File: src/include/adc_ctl_map.svh
// Register map, field positions, reset values and timing counts of the converter control block
`ifndef ADC_CTL_MAP_SVH
`define ADC_CTL_MAP_SVH
// ==========================================================
// Register addresses
`define ADDR_CONTROL    32'hFFFF0500
`define ADDR_POS_SEL    32'hFFFF0504
`define ADDR_NEG_SEL    32'hFFFF0508
`define ADDR_STATUS     32'hFFFF050C
`define ADDR_RESULT     32'hFFFF0510
`define ADDR_SOFT_RST   32'hFFFF0514
`define ADDR_PORT_CFG   32'hFFFF0530
// ==========================================================
// Control fields
`define CTL_RESET       32'h00000A00
`define CTL_WR_MASK     32'h0000FFBF
`define CTL_POS_BYP     15
`define CTL_NEG_BYP     14
`define CTL_DIV_HI      13
`define CTL_DIV_LO      11
`define CTL_ACQ_HI      10
`define CTL_ACQ_LO      8
`define CTL_ENABLE      7
`define CTL_POWER       5
`define CTL_MODE_HI     4
`define CTL_MODE_LO     3
`define CTL_TRIG_HI     2
`define CTL_TRIG_LO     0
// Status and result layout
`define STA_READY       0
`define RES_LO          16
`define RESULT_W        12
// Input modes and trigger codes
`define MODE_DIFF       2'h1
`define TRIG_PIN        3'h0
`define TRIG_TIMER1     3'h1
`define TRIG_TIMER0     3'h2
`define TRIG_SW_SINGLE  3'h3
`define TRIG_SW_CONT    3'h4
`define TRIG_PLA        3'h5
// ==========================================================
// Timing
`define CONV_EXTRA      19
`define CLK_PERIOD_NS   50
`define PWR_SETTLE_NS   5000
`define PWR_CYC         ((`PWR_SETTLE_NS + `CLK_PERIOD_NS - 1) / `CLK_PERIOD_NS)
`endif

File: src/include/adc_ctl_pkg.sv
// Types shared by the converter control block
package adc_ctl_pkg;
   // ==========================================================
   // Sequencer phases
   typedef enum logic [1:0] {
      PH_IDLE,
      PH_ACQ,
      PH_CONV
   } phase_t;

   // ==========================================================
   // Whole state of the block
   typedef struct packed {
      phase_t      phase;     // Sequencer phase
      logic [31:0] control;   // Control register
      logic [4:0]  pos_sel;   // Positive channel select
      logic [4:0]  neg_sel;   // Negative channel select
      logic        ready;     // Conversion ready flag
      logic [11:0] result;    // Last result
      logic        res_sgn;   // Result taken in differential mode
      logic        port_cfg;  // Pin two carries busy
      logic [4:0]  div_cnt;   // Core clocks within a converter clock
      logic [6:0]  step;      // Converter clocks within a phase
      logic [6:0]  pwr_cnt;   // Power-up settle counter
      logic        pin_prev;  // Previous external pin level
      logic        busy;      // Busy output
      logic        hold;      // Sample and hold output
      logic        pin_two;   // Port pin two output
      logic        irq;       // Completion pulse
      logic        tick;      // Converter clock pulse
      logic [31:0] rdata;     // Read data
   } state_t;
endpackage

File: src/hw/adc_control_status_logic.sv
// Converter control, status and sequencing logic
//
// Summary of operation
// Status holds only ready flag, bit 0
// Completion sets ready and raises interrupt
// Reading result clears ready flag
// Busy high throughout each conversion
// Busy on pin two only when configured
// Result holds latest 12-bit outcome
// Soft reset write restores all defaults except port configuration
// Control resets to 0x00000A00
// Control bits 31:16 have no effect
// Bit 15 bypasses positive buffer
// Bit 14 bypasses negative buffer
// Bits 13:11 divide core clock
// Conversion lasts acquisition plus 19 clocks
// Bits 10:8 set acquisition length
// Bit 7 enables conversions
// Bit 5 powers up; settle 5 us
// Bits 4:3 select input mode
// Bits 2:0 trigger; single reverts to 000
// Sequencer counts acquisition then conversion clocks
// Reserved control bits read zero
`include "adc_ctl_map.svh"

module adc_control_status_logic
   import adc_ctl_pkg::*;
(
   input  wire logic        ref_clk,
   input  wire logic        rst,
   input  wire logic [31:0] addr,
   input  wire logic [31:0] wdata,
   input  wire logic        wr_en,
   input  wire logic        rd_en,
   output logic [31:0]      rdata,
   input  wire logic [11:0] analog_result,
   input  wire logic        external_convert_pin,
   input  wire logic        timer0_trigger,
   input  wire logic        timer1_trigger,
   input  wire logic        programmable_logic_source,
   output logic             positive_buffer_bypass,
   output logic             negative_buffer_bypass,
   output logic             converter_power_up,
   output logic [1:0]       input_mode,
   output logic [4:0]       positive_input_select,
   output logic [4:0]       negative_input_select,
   output logic             sample_hold,
   output logic             converter_clk_tick,
   output logic             conversion_busy_output,
   output logic             port_zero_pin_two,
   output logic             conversion_irq
);

   // ==========================================================
   // State and decoded fields
   state_t      state_ff;   // Registered state
   state_t      nxt_state;  // Next state
   logic [2:0]  div_code;   // Clock divider code
   logic [2:0]  acq_code;   // Acquisition code
   logic [2:0]  trig;       // Trigger code
   logic [4:0]  div_last;   // Last core clock of a converter clock
   logic [6:0]  acq_last;   // Last acquisition clock
   logic        settled;    // Power-up settle time elapsed
   logic        trig_hit;   // Selected trigger fired
   logic        start;      // Begin a conversion
   logic        tick;       // Converter clock edge this cycle
   logic        done;       // Conversion finishes this cycle
   logic        soft_rst;   // Soft reset write

   assign div_code = state_ff.control[`CTL_DIV_HI:`CTL_DIV_LO];
   assign acq_code = state_ff.control[`CTL_ACQ_HI:`CTL_ACQ_LO];
   assign trig     = state_ff.control[`CTL_TRIG_HI:`CTL_TRIG_LO];
   assign settled  = state_ff.pwr_cnt == 7'(`PWR_CYC);
   assign soft_rst = wr_en && addr == `ADDR_SOFT_RST && wdata[0];

   // ==========================================================
   // Divider and acquisition decode
   // Reserved divider codes fall back to the slowest rate so the core is never overclocked
   always_comb begin
      case (div_code)
         3'h0:    div_last = 5'h00;
         3'h1:    div_last = 5'h01;
         3'h2:    div_last = 5'h03;
         3'h3:    div_last = 5'h07;
         3'h4:    div_last = 5'h0F;
         default: div_last = 5'h1F;
      endcase
      case (acq_code)
         3'h0:    acq_last = 7'h01;
         3'h1:    acq_last = 7'h03;
         3'h2:    acq_last = 7'h07;
         3'h3:    acq_last = 7'h0F;
         3'h4:    acq_last = 7'h1F;
         default: acq_last = 7'h3F;
      endcase
   end

   // ==========================================================
   // Trigger selection
   always_comb begin
      case (trig)
         `TRIG_PIN:       trig_hit = external_convert_pin && !state_ff.pin_prev;
         `TRIG_TIMER1:    trig_hit = timer1_trigger;
         `TRIG_TIMER0:    trig_hit = timer0_trigger;
         `TRIG_SW_SINGLE: trig_hit = 1'b1;
         `TRIG_SW_CONT:   trig_hit = 1'b1;
         `TRIG_PLA:       trig_hit = programmable_logic_source;
         default:         trig_hit = 1'b0;
      endcase
   end

   // Triggers while busy are dropped; the core cannot take a second sample
   assign start = state_ff.phase == PH_IDLE && state_ff.control[`CTL_ENABLE]
                  && state_ff.control[`CTL_POWER] && settled && trig_hit && !soft_rst;
   assign tick  = state_ff.phase != PH_IDLE && state_ff.div_cnt == div_last;
   assign done  = tick && state_ff.phase == PH_CONV && state_ff.step == 7'(`CONV_EXTRA - 1);

   // ==========================================================
   // Next-state logic
   always_comb begin
      nxt_state          = state_ff;
      nxt_state.irq      = 1'b0;
      nxt_state.tick     = tick;
      nxt_state.rdata    = 32'h00000000;
      nxt_state.pin_prev = external_convert_pin;
      // Power-up settle counter restarts whenever power is removed
      if (!state_ff.control[`CTL_POWER]) begin
         nxt_state.pwr_cnt = 7'h00;
      end else if (!settled) begin
         nxt_state.pwr_cnt = state_ff.pwr_cnt + 7'h01;
      end
      // Register reads, answered in the next cycle
      if (rd_en) begin
         case (addr)
            `ADDR_CONTROL:  nxt_state.rdata = state_ff.control & `CTL_WR_MASK;
            `ADDR_POS_SEL:  nxt_state.rdata = {27'h0000000, state_ff.pos_sel};
            `ADDR_NEG_SEL:  nxt_state.rdata = {27'h0000000, state_ff.neg_sel};
            `ADDR_STATUS:   nxt_state.rdata = {31'h00000000, state_ff.ready};
            `ADDR_RESULT: begin
               nxt_state.rdata = {{4{state_ff.res_sgn & state_ff.result[11]}}, state_ff.result,
                                  16'h0000};
               nxt_state.ready = 1'b0;
            end
            `ADDR_PORT_CFG: nxt_state.rdata = {31'h00000000, state_ff.port_cfg};
            default:        nxt_state.rdata = 32'h00000000;
         endcase
      end
      // Register writes; reserved control bits are dropped
      if (wr_en) begin
         case (addr)
            `ADDR_CONTROL:  nxt_state.control = wdata & `CTL_WR_MASK;
            `ADDR_POS_SEL:  nxt_state.pos_sel = wdata[4:0];
            `ADDR_NEG_SEL:  nxt_state.neg_sel = wdata[4:0];
            `ADDR_PORT_CFG: nxt_state.port_cfg = wdata[0];
            default:        nxt_state.port_cfg = state_ff.port_cfg;
         endcase
      end
      // Sequencer: acquisition clocks, then the fixed conversion clocks
      case (state_ff.phase)
         PH_IDLE: begin
            if (start) begin
               nxt_state.phase   = PH_ACQ;
               nxt_state.div_cnt = 5'h00;
               nxt_state.step    = 7'h00;
            end
         end
         PH_ACQ, PH_CONV: begin
            nxt_state.div_cnt = tick ? 5'h00 : state_ff.div_cnt + 5'h01;
            if (tick) begin
               nxt_state.step = state_ff.step + 7'h01;
               if (state_ff.phase == PH_ACQ && state_ff.step == acq_last) begin
                  nxt_state.phase = PH_CONV;
                  nxt_state.step  = 7'h00;
               end
            end
            if (done) begin
               nxt_state.phase   = PH_IDLE;
               nxt_state.result  = analog_result;
               nxt_state.res_sgn = state_ff.control[`CTL_MODE_HI:`CTL_MODE_LO] == `MODE_DIFF;
               nxt_state.ready   = 1'b1;
               nxt_state.irq     = 1'b1;
               // A control write in this very cycle keeps the code that software chose
               if (trig == `TRIG_SW_SINGLE && !(wr_en && addr == `ADDR_CONTROL)) begin
                  nxt_state.control[`CTL_TRIG_HI:`CTL_TRIG_LO] = `TRIG_PIN;
               end
            end
         end
         default: nxt_state.phase = PH_IDLE;
      endcase
      // Soft reset aborts any conversion and restores defaults other than port configuration
      if (soft_rst) begin
         nxt_state.phase   = PH_IDLE;
         nxt_state.control = `CTL_RESET;
         nxt_state.pos_sel = 5'h00;
         nxt_state.neg_sel = 5'h00;
         nxt_state.ready   = 1'b0;
         nxt_state.result  = 12'h000;
         nxt_state.res_sgn = 1'b0;
         nxt_state.pwr_cnt = 7'h00;
         nxt_state.irq     = 1'b0;
      end
      nxt_state.busy    = nxt_state.phase != PH_IDLE;
      nxt_state.pin_two = nxt_state.busy && nxt_state.port_cfg;
      // Registered here so the pin leaves a flip-flop rather than a phase decode
      nxt_state.hold    = nxt_state.phase == PH_ACQ;
   end

   // ==========================================================
   // State register
   always_ff @(posedge ref_clk or posedge rst) begin
      if (rst) begin
         state_ff <= '{phase: PH_IDLE, control: `CTL_RESET, default: '0};
      end else begin
         state_ff <= nxt_state;
      end
   end

   // ==========================================================
   // Outputs, all straight from the state register
   assign rdata                  = state_ff.rdata;
   assign positive_buffer_bypass = state_ff.control[`CTL_POS_BYP];
   assign negative_buffer_bypass = state_ff.control[`CTL_NEG_BYP];
   assign converter_power_up     = state_ff.control[`CTL_POWER];
   assign input_mode             = state_ff.control[`CTL_MODE_HI:`CTL_MODE_LO];
   assign positive_input_select  = state_ff.pos_sel;
   assign negative_input_select  = state_ff.neg_sel;
   assign sample_hold            = state_ff.hold;
   assign converter_clk_tick     = state_ff.tick;
   assign conversion_busy_output = state_ff.busy;
   assign port_zero_pin_two      = state_ff.pin_two;
   assign conversion_irq         = state_ff.irq;

   // ==========================================================
   // Checks: helper counters of core and converter clocks per conversion
   int core_cnt;  // Core clocks since start
   int tick_cnt;  // Converter clocks since start
   int div_at;    // Divider at start
   int acq_at;    // Acquisition length at start

   always_ff @(posedge ref_clk or posedge rst) begin
      if (rst) begin
         core_cnt <= 0;
         tick_cnt <= 0;
         div_at   <= 0;
         acq_at   <= 0;
      end else if (start) begin
         core_cnt <= 0;
         tick_cnt <= 0;
         div_at   <= int'(div_last) + 1;
         acq_at   <= int'(acq_last) + 1;
      end else begin
         core_cnt <= core_cnt + 1;
         tick_cnt <= tick ? tick_cnt + 1 : tick_cnt;
      end
   end
endmodule

File: config.mk
export PLATFORM = sky130hd
export DESIGN_NAME = adc_control_status_logic
export DESIGN_NICKNAME = d
export VERILOG_FILES = /design/src/include/adc_ctl_pkg.sv /design/src/hw/adc_control_status_logic.sv
export VERILOG_INCLUDE_DIRS = /design/src /design/src/include
export SDC_FILE = /design/constraint.sdc
export NUM_CORES = 1
export LEC_CHECK = 0
export BUFFER_PORTS_ARGS = -buffer_cell sky130_fd_sc_hd__buf_2
export CAP_MARGIN = 15
export CORE_MARGIN = 2
export CORE_UTILIZATION = 35
export CTS_CLUSTER_SIZE = 10
export DETAILED_ROUTE_END_ITERATION = 16
export PLACE_DENSITY_LB_ADDON = 0.12
export SLEW_MARGIN = 20
export SYNTH_ARGS = -nofsm -noshare
export SYNTH_HDL_FRONTEND = slang
export SYNTH_SLANG_ARGS = --single-unit
File: constraint.sdc
create_clock -name ref_clk -period 10.1 [get_ports ref_clk]
set_clock_uncertainty 0.05 [all_clocks]
set_input_delay 2.525 -clock ref_clk [delete_from_list [all_inputs] [get_ports ref_clk]]
set_output_delay 2.525 -clock ref_clk [all_outputs]
set_load 0.02 [all_outputs]
==> Word-level counts from Yosys, hierarchy flattened <==
Cells that the tools add are included.
{ "op_classes": {"add_sub_neg": 3, "n_eq_ne": 31, "muxes": 35, "bitwise": 1, "n_reduce_logical": 39} }
{ "ops": {"columns": ["cell", "n"], "rows": [
  ["$eq 32x32->1 const B", 7],
  ["$pmux 32 s6", 1],
  ["$mux 32", 2],
  ["$mux 58", 1],
  ["$mux 42", 1],
  ["$mux 7", 5],
  ["$pmux 6 s5", 1],
  ["$mux 14", 2],
  ["$pmux 5 s5", 1],
  ["$pmux 12 s2", 1],
  ["$eq 3x2->1 const B", 6],
  ["$reduce_bool 2->1", 9],
  ["$logic_and 1x1->1", 15],
  ["$mux 5", 3],
  ["$add 7x1->7 const B", 2],
  ["$eq 3x3->1 const B", 4],
  ["$mux 12", 1],
  ["$reduce_and 2->1", 5],
  ["$eq 3x1->1 const B", 3],
  ["$logic_not 3->1", 3],
  ["$mux 3", 3],
  ["$mux 2", 4],
  ["$eq 7x5->1 const B", 1],
  ["$eq 7x7->1", 1],
  ["15 further kinds", 27]
]} }
{ "word_totals": {"reg_bits": 100, "input_bits": 84, "output_inout_bits": 52, "word_cells": 128} }

==> Logic depth before layout (Yosys ltp) <==
Gate-level depths: netlist of run 1.
{ "depth": {"ltp_word": 11, "ltp_mapped": 9, "ltp_nobuf": 9} }

==> Least setup slack after synthesis of run 1 <==
No wires, ideal clock.
{ "synth_timing": {"path_type": "input port to flip-flop", "start": "input port addr[9]", "end": "register state_ff, in the netlist sample_hold", "setup_time_ns": 0.120, "t_arrival_ns": 4.053, "required_time_ns": 9.930, "path_slack_ns": 5.878, "stages": 6, "n_path_buf": 0, "cell_sequence": "nand4b_1 > or3_1 > nor4_4 > nor3_2 > a311o_1 > and3_1"} }
{ "synth_lines": {"columns": ["item", "line_no", "rtl"], "rows": [
  ["start: declaration", "adc_control_status_logic.sv:31", "input wire logic [31:0] addr,"],
  ["end signal: assignment", "adc_control_status_logic.sv:214", "state_ff <= nxt_state;"],
  ["end: declaration", "adc_control_status_logic.sv:56", "state_t state_ff;"]
]} }

==> Worst setup path after layout of run 1 <==
{ "layout_timing": {"start": "input port addr[13]", "end": "register state_ff, in the netlist acq_code[0]"} }
{ "layout_via": {"elab_chain_cells": 5, "word_cells_on_any_way": 8, "classes_between": "eq/ne: 2; mux: 1; reduce/logical: 5"} }
{ "layout_lines": {"columns": ["item", "line_no", "rtl"], "rows": [
  ["$eq 32x32->1 (no line)", null, null],
  ["$logic_and 1x1->1 (no line)", null, null],
  ["$logic_and 1x1->1", "adc_control_status_logic.sv:74", "assign soft_rst = wr_en && addr == `ADDR_SOFT_RST && wdata[0];"],
  ["$reduce_bool 2->1 (no line)", null, null],
  ["$reduce_and 2->1 (no line)", null, null]
]} }
Several ways; a longest one is shown, not always the timed one.
A chain may end at the register's enable or synchronous reset.

==> flow_summary.toml, run 1 <==
[run_status]
status = "finished, final reports clean"

[worst_setup_path]
r2r_cells = 9
end_kind = "flop"
required_ns = 10.23
path_max_fanout = 13
crit_path_start_kind = "input port"
arrival_ns = 4.73
critPathKind = "in -> reg"

[placed_design]
dp_hpwl_um = 8250
routabilityCongestion = 0.827
place_inst = 738
port_buffers = 117

[flow_run]
cap_violations = 0

[yosys]
synth_sequential_area_ratio_pct = 49.7
ys_seq_elements = 95
syn_area_mm2 = 0.00479
synth_edf_count = 0
synth.distinct_cells = 57
ys_async_sr_fraction_pct = 100
synth_top_area_share_pct = 48.6
synth_area_leaders = "dfrtp_1 (49%), buf_4 (6.9%), nand2_1 (4.5%), nor2_1 (4.5%), mux2i_1 (4.4%)"
syn_inst = 499
yosysWarnings = 0
syn_area_per_cell_um2 = 9.60
synth.net_count = 592
synth.most_common_cell = "dfrtp_1"
yosys.area.top_type = "dfrtp_1"
synth-main-ff-cell = "dfrtp_1"
synth_common_cells = "dfrtp_1 (93), nand2_1 (57), nor2_1 (57)"

[floorplanning]
io_pins = 136
die_y_um = 121
start_util_pct = 36.0
die-area_mm2 = 0.0146
core_area_mm2 = 0.0133
die_x_um = 121
fp-row-count = 42

[timing]
finalHoldViolCount = 0
max_clock_freq_mhz = 217
fin_tns_setup_ns = 0
period_share_pct = 45.5
worstMarginPinSlew_ns = 0.965
finalCriticalPeriod_ns = 4.60
finalSetupViolations = 0
slew_violations = 0
rsz0062_at_grt = "false"
max_slew_margin_pct = 35.3

[detailed_routing]
wirelength_um = 11300
drc = 0
drt_iter0_markers = 210
avgViaCountPerCell = 4.90
vias = 3693
ant_nets = 0
drt-pass1-iter-count = 4
detail_route.wl_per_cell_um = 15.0

[clock_network]
clockRootBuffer = "clkbuf_16"
cts_buffer_depth = 2
post_cts_buffers = 0
clk_transition_reported_paths_ns = 0.07
h-tree-depth = 3
insertion_delay_ns = 0.35
cts_sinks = 95
tritoncts = "yes"
numCtsBuffers = 9
postCtsHoldBufs = 0
cts-resized-gates = 0

[finish]
fin_util_pct = 41.6
final_cells = 754
fin_nets = 666
drive_above_1_share_pct = 26.1
nFillCells = 1324
antennaDiodeCount = 0
area_delta_synth_final_pct = 15.4

[hold_path]
hold_path.class = "reg -> reg"
whs_path_depth = 1

[global_route]
grt_pass1_wl_um = 18700
grt_antenna_before_repair = 0
grt_max_degree = 61
grtUsageTotal_pct = 16.5
grt_pass1_vias = 3615
grt_overflow = 0

[power_and_ir_drop]
p_leak_uw = 0.00280
vdd_drop_max_mv = 0.0602
powerDensity_mw_per_mm2 = 141
[cell families (layout without fill, tap and decap cells)]
logic type	Yosys count	in the layout	synth area share [%]
AND/OR/NAND/NOR	212	212	22.5
flip-flops	95	95	49.7
AO/OA/AOI/OAI	82	82	10.5
buffers and inverters	73	152	9.30
multiplexers	23	23	4.86
adder cells (fa/ha/maj)	9	9	2.35
XOR/XNOR	4	4	0.731
other	1	1	0.0783
[critical path: stages]
cell and delay (ns):
buf_2 0.09, nor4b_1 0.34, nand4_1 0.28, nor2_2 0.31, nand3_1 0.19, nor3_2 0.76, o21ai_0 0.23
[metal layers]
| layer | global-route usage [%] | routed length (um) |
|---|---|---|
| met5 | 0 | 0 |
| met4 | 4.80 | 123 |
| met3 | 4.09 | 578 |
| met2 | 25.9 | 5220 |
| met1 | 22.5 | 5420 |
[placed cells by master (no fill, tap or decap), drive strengths merged, types with 3 or more instances in the layout]
cell type,instances
nand2b,4
and3,7
nor3,11
clkbuf,10
nand4b,3
a21o,3
inv,18
nand4,7
and4b,3
buf,120
o21ai,35
and2,21
a31oi,3
a21oi,22
dfrtp,93
mux2i,21
clkinv,4
xnor2,3
or3,4
o31ai,4
ha,9
nor2b,8
nand2,57
nand3,17
nor2,59
[state kept, by name, indices dropped and copies added, names as in the netlist]
name,flops
state_ff,41
rdata,28
negative_input_select,5
positive_input_select,5
acq_code,3
div_code,3
input_mode,2
conversion_busy_output,1
conversion_irq,1
converter_clk_tick,1
converter_power_up,1
negative_buffer_bypass,1
port_zero_pin_two,1
positive_buffer_bypass,1
sample_hold,1
[where the power goes]
| part | leakage [uW] | internal (uW) | total, uW | switching, uW |
|---|---|---|---|---|
| clock network | 0.000146 | 178 | 335 | 157 |
| logic | 0.00139 | 21.8 | 53.0 | 31.2 |
| registers | 0.00126 | 385 | 390 | 4.75 |
| total | 0.00280 | 585 | 778 | 193 |
[final cells by class]
type,count,area (um2),area share (%)
Clock inverter,6,53.8,0.973
Sequential cell,95,2380,43.0
Multi-Input combinational cell,331,1970,35.6
Timing Repair Buffer,120,608,11.0
Inverter,16,62.6,1.13
Clock buffer,10,239,4.32
Tap cell,176,220,3.98
[metrics by stage]
step                instance area, um2  total power (uW)  setup slack [ns]  hold WS [ns]
global route                      5530               813              5.23         0.448
CTS                               5530               790              5.48         0.428
floorplan                         4790               427              5.05         0.403
detailed placement                5240               451              5.11         0.413
global placement                  5240               450              5.24         0.408
finish                            5530               778              5.50         0.428
[path summary, 6_finish.rpt]
kind / slack [ns] / startpoint / to
worst max-delay path: 5.50 / addr[13] / acq_code[0]
worst min-delay path: 0.43 / state_ff[59] / rdata[16]
worst min register to register: 0.43 / state_ff[59] / rdata[16]
worst max register to register: 7.65 / state_ff[38] / state_ff[49]
min in group asynchronous: 2.14 / rst / div_code[1]
max in group asynchronous: 6.72 / rst / state_ff[43]
(Power assumes the default switching activity.)
==> inputs of run 2 (changes only) <==
==> constraint.sdc (replaced) <==
create_clock -name ref_clk -period 4.03 [get_ports ref_clk]
set_clock_uncertainty 0.05 [all_clocks]
set_input_delay 1.0075 -clock ref_clk [delete_from_list [all_inputs] [get_ports ref_clk]]
set_output_delay 1.0075 -clock ref_clk [all_outputs]
set_load 0.02 [all_outputs]
==> flow_summary.toml, run 2 (synthesized netlist as in run 1, its figures left out) <==
[finish]
fin_nets = 669
largest_reg_flops = 41
final_common_cell = "buf_2"
largest_register = "state_ff"
final_cells = 757
multi_input_area_mm2 = 0.00197
layout_common_cells = "buf_2 (117), dfrtp_1 (93), nor2_1 (57), nand2_1 (57), o21ai_0 (30)"
drive_above_1_share_pct = 26.5
register_area_mm2 = 0.00238
area_delta_synth_final_pct = 15.9
antennaDiodeCount = 0
nFillCells = 1347

[worst_setup_path]
critPathTopFamily = "simple AND/OR/NAND/NOR gates"
cp_num_buf_inv = 1
worst-path-stages = 8
critPathKind = "in -> reg"
max_stage_delay_ns = 0.66
r2r_slack_ns = 1.58
crit_path_start_kind = "input port"
required_ns = 4.23
arrival_ns = 3.11
critical-path-slowest-cell = "nor4_4"
regToRegEndpoint = "sample_hold"
end_kind = "flop"
path_max_fanout = 8
r2r-start = "state_ff[114]"
crit_chain = "buf_2, nor4b_1, nand4_1, nor4_4, nor3_2, o21ai_2, o21ai_0, o31ai_1"
crit_path_end = "state_ff[49]"
startpoint = "addr[13]"
r2r_cells = 7

[power_and_ir_drop]
powerDensity_mw_per_mm2 = 352
vdd_drop_max_mv = 0.184
p_leak_uw = 0.00281

[detailed_routing]
drt_iter0_markers = 234
avgViaCountPerCell = 4.90
vias = 3710
wirelength_um = 11300
drc = 0
detail_route.wl_per_cell_um = 15.0
ant_nets = 0
drt-pass1-iter-count = 4

[global_route]
grt_pass1_vias = 3578
grt_pass1_wl_um = 18300
grt_overflow = 0
grt_antenna_before_repair = 0
grtUsageTotal_pct = 16.1
grt_max_degree = 43

[floorplanning]
die_y_um = 121
die-area_mm2 = 0.0146
fp-row-count = 42
io_pins = 136
core_area_mm2 = 0.0133
die_x_um = 121
start_util_pct = 36.0

[clock_network]
cts_buffer_depth = 2
cts_sinks = 95
cts-resized-gates = 0
tritoncts = "yes"
postCtsHoldBufs = 0
clk_transition_reported_paths_ns = 0.07
h-tree-depth = 3
clockRootBuffer = "clkbuf_16"
numCtsBuffers = 9
post_cts_buffers = 0
insertion_delay_ns = 0.34

[timing]
finalSetupViolations = 0
max_clock_freq_mhz = 343
period_share_pct = 72.3
finalHoldViolCount = 0
fin_tns_setup_ns = 0
max_slew_margin_pct = 55.8
finalCriticalPeriod_ns = 2.92
slew_violations = 0
rsz0062_at_grt = "false"
worstMarginPinSlew_ns = 0.660

[placed_design]
port_buffers = 117
routabilityCongestion = 0.872
dp_hpwl_um = 8400
place_inst = 741

[run_status]
status = "finished, final reports clean"

[flow_run]
cap_violations = 0

[hold_path]
hold_path.class = "reg -> reg"
## run 2: area by class of cell
type	count	share of cell area, %
clock buffer	10	4.30
clock inverter	6	1.01
inverter	16	1.13
multi-input combinational	331	35.4
sequential	95	42.8
tap	176	3.96
timing repair buffer	123	11.4
## run 2: worst min path at each step
stage	endpoint	cells after the start	start	slack, ns
after floorplan	rdata[16]	1	state_ff[59]	0.40
after global placement	rdata[18]	1	state_ff[61]	0.41
after detailed placement	rdata[24]	1	state_ff[67]	0.41
after CTS	rdata[20]	1	state_ff[63]	0.43
after global routing	rdata[20]	1	state_ff[63]	0.45
final	rdata[20]	1	state_ff[63]	0.43
## run 2: worst register-to-register path, delay by kind of cell (launching register included)
kind,cells,cell delay (ns)
AO/OA/AOI/OAI,3,0.93
adder cells (fa/ha/maj),1,0.33
buffers and inverters,1,0.11
flip-flops,1,0.41
AND/OR/NAND/NOR,2,0.53
## run 2: where the power goes
| part | switching, uW | internal (uW) |
|---|---|---|
| Clock | 394 | 451 |
| Combinational | 78.9 | 55.4 |
| Sequential | 12.1 | 966 |
## run 2: through the flow
stage          hold WS, ns  total power [uW]  setup WS (ns)  utilization, %  area [um2]
2_1_floorplan        0.403              1070          0.499               -        4790
3_3_place_gp         0.409              1130          0.867            39.6        5260
3_5_place_dp         0.414              1130          0.771            39.6        5260
4_1_cts              0.429              1990           1.11            41.8        5550
5_1_grt              0.453              2050          0.835            41.8        5550
6_report             0.427              1960           1.11            41.8        5550
## run 2: per-layer routing
metal	vias up	GRT usage, %	part of all wire, %
li1	1820	-	-
met1	1755	21.4	46
met2	123	26.1	47
met3	12	3.10	5.6
met4	0	6.32	1.4
met5	-	0	0
==> inputs of run 3 (changes only) <==
--- a/config.mk
+++ b/config.mk
@@ -6,6 +6,7 @@
 export SDC_FILE = /design/constraint.sdc
 export NUM_CORES = 1
 export LEC_CHECK = 0
+export ABC_AREA = 1
 export BUFFER_PORTS_ARGS = -buffer_cell sky130_fd_sc_hd__buf_2
 export CAP_MARGIN = 15
 export CORE_MARGIN = 2
==> constraint.sdc (replaced) <==
create_clock -name ref_clk -period 2.4 [get_ports ref_clk]
set_clock_uncertainty 0.05 [all_clocks]
set_input_delay 0.6 -clock ref_clk [delete_from_list [all_inputs] [get_ports ref_clk]]
set_output_delay 0.6 -clock ref_clk [all_outputs]
set_load 0.02 [all_outputs]
==> flow_summary.toml, run 3 <==
[clock_network]
cts_buffer_depth = 2
cts_sinks = 95
tritoncts = "yes"
clk_transition_reported_paths_ns = 0.07
h-tree-depth = 3
postCtsHoldBufs = 0
clockRootBuffer = "clkbuf_16"
insertion_delay_ns = 0.35
cts-resized-gates = 0
numCtsBuffers = 9

[power_and_ir_drop]
p_leak_uw = 0.00320
vdd_drop_max_mv = 0.297
powerDensity_mw_per_mm2 = 551

[flow_run]
cap_violations = 0

[global_route]
grtUsageTotal_pct = 15.8
grt_overflow = 0
grt_pass1_vias = 4122
grt_antenna_before_repair = 0
grt_pass1_wl_um = 19900
grt_max_degree = 40

[yosys]
synth_edf_count = 0
synth.distinct_cells = 40
ys_seq_elements = 95
synth-main-ff-cell = "dfrtp_1"
synth_top_area_share_pct = 45.6
ys_async_sr_fraction_pct = 100
syn_inst = 606
synth_common_cells = "nand2_1 (108), dfrtp_1 (93), inv_1 (78)"
synth_area_leaders = "dfrtp_1 (46%), nand2_1 (7.9%), buf_4 (6.8%), inv_1 (5.7%), nor2_1 (4.9%)"
syn_area_per_cell_um2 = 8.43
syn_area_mm2 = 0.00511
synth.net_count = 699
yosysWarnings = 0
yosys.area.top_type = "dfrtp_1"
synth_sequential_area_ratio_pct = 46.6
synth.most_common_cell = "nand2_1"

[timing]
finalHoldViolCount = 0
period_share_pct = 87.8
max_slew_margin_pct = 60.3
worstMarginPinSlew_ns = 0.595
finalSetupViolations = 0
layout_setup_ws_ns = 0.293
max_clock_freq_mhz = 475
rsz0062_at_grt = "false"
slew_violations = 0
finalCriticalPeriod_ns = 2.11

[detailed_routing]
ant_nets = 0
avgViaCountPerCell = 4.64
wirelength_um = 11800
vias = 4104
drc = 0
detail_route.wl_per_cell_um = 13.4
drt_iter0_markers = 228
drt-pass1-iter-count = 5

[floorplanning]
start_util_pct = 35.5
die_x_um = 125
fp-row-count = 44
die_y_um = 125
core_area_mm2 = 0.0144
die-area_mm2 = 0.0156
io_pins = 136

[finish]
largest_register = "state_ff"
antennaDiodeCount = 0
postLayoutCellArea_mm2 = 0.00603
final_common_cell = "buf_2"
layout_common_cells = "buf_2 (117), nand2_1 (108), dfrtp_1 (93)"
area_delta_synth_final_pct = 18.1
drive_above_1_share_pct = 31.0
largest_reg_flops = 41
fin_nets = 789
fin_util_pct = 42.0

[placed_design]
pre_cts_ws_ns = -0.0148
place_area_mm2 = 0.00567
routabilityCongestion = 0.884
port_buffers = 117
dp_hpwl_um = 8960

[worst_setup_path]
end_kind = "flop"
required_ns = 2.62
crit_path_start_kind = "flop"
arrival_ns = 2.33
path_max_fanout = 11
critPathKind = "reg -> reg"

[hold_path]
hold_path.class = "in -> async"

[run_status]
status = "finished, final reports clean"
-- run 3: changes by cell type after synthesis, sizes merged, moves of 5 or more --
cell	delta
nand2	+71
o22ai	+17
o21ai	+14
nor2	+14
and2	-21
a21oi	-6
inv	+71
nand4	+5
nor2b	-8
clkbuf	-8
and3	-7
nand3	+20
mux2i	-21
-- run 3: final cells by class --
| class | instances | area, um2 |
|---|---|---|
| fillers | 1474 | 8340 |
| flip-flops and latches | 95 | 2380 |
| multi-input cells | 370 | 2000 |
| repair buffers | 131 | 766 |
| inverters | 89 | 338 |
| well taps | 184 | 230 |
| clock buffers | 10 | 229 |
| clock inverters | 6 | 91.3 |
-- run 3: worst paths after layout --
path	start	to	slack [ns]	cells after the start
setup / recovery	state_ff[38]	state_ff[50]	0.29	10
hold / removal	rst	rdata[15]	0.26	2
setup reg to reg	state_ff[38]	state_ff[50]	0.29	10
hold reg to reg	state_ff[66]	rdata[23]	0.44	2
max in group asynchronous	rst	div_code[0]	1.41	3
min in group ref_clk	external_convert_pin	state_ff[37]	0.35	1
-- run 3: worst max-delay path: stages (launching register included) --
cell and delay, ns:
dfrtp_1 0.39, inv_1 0.10, ha_1 0.15, nand4_1 0.10, nor4_1 0.39, nand3_2 0.21
nand2_4 0.13, nand2_4 0.06, inv_2 0.22, nand2_1 0.09, a21oi_1 0.14
-- run 3: what timing repair did --
action,in CTS,in global routing
hold endpoints to repair,0,0
endpoints found under the setup margin,2,0
setup buffers,3,0
-- run 3: metal layers --
| layer | up-vias | share of wire [%] | GRT usage (%) |
|---|---|---|---|
| met4 | 0 | 1.9 | 6.68 |
| met5 | - | 0 | 0 |
| met2 | 76 | 47 | 26.4 |
| li1 | 2072 | - | - |
| met3 | 17 | 3.8 | 3.01 |
| met1 | 1939 | 47 | 20.2 |
-- run 3: stage by stage --
stage	power, uW	TNS [ns]	cells	hold slack [ns]
after floorplan	1710	0	606	0.407
final	3320	0	885	0.260
after global placement	1800	0	866	0.419
after CTS	3380	0	885	0.275
after global routing	3460	0	885	0.298
after detailed placement	1800	-0.0148	866	0.422
-- run 3: cells by family (layout without fill, tap and decap cells) --
family	after synthesis	count (layout)	share of synthesized area, %
and+or+nand+nor	267	267	25.4
buffers and inverters	141	236	14.3
DFF	95	95	46.6
AOI/OAI and AO/OA	88	88	10.6
adders and majority gates	9	9	2.20
xor gates and xnor gates	5	5	0.857
other	1	1	0.0734
-- run 3: report_power, final --
group	internal, uW	switching [uW]	total (uW)
Clock	923	631	1550
Sequential	1610	2.76	1610
Combinational	60.9	92.2	153
Total	2600	726	3320
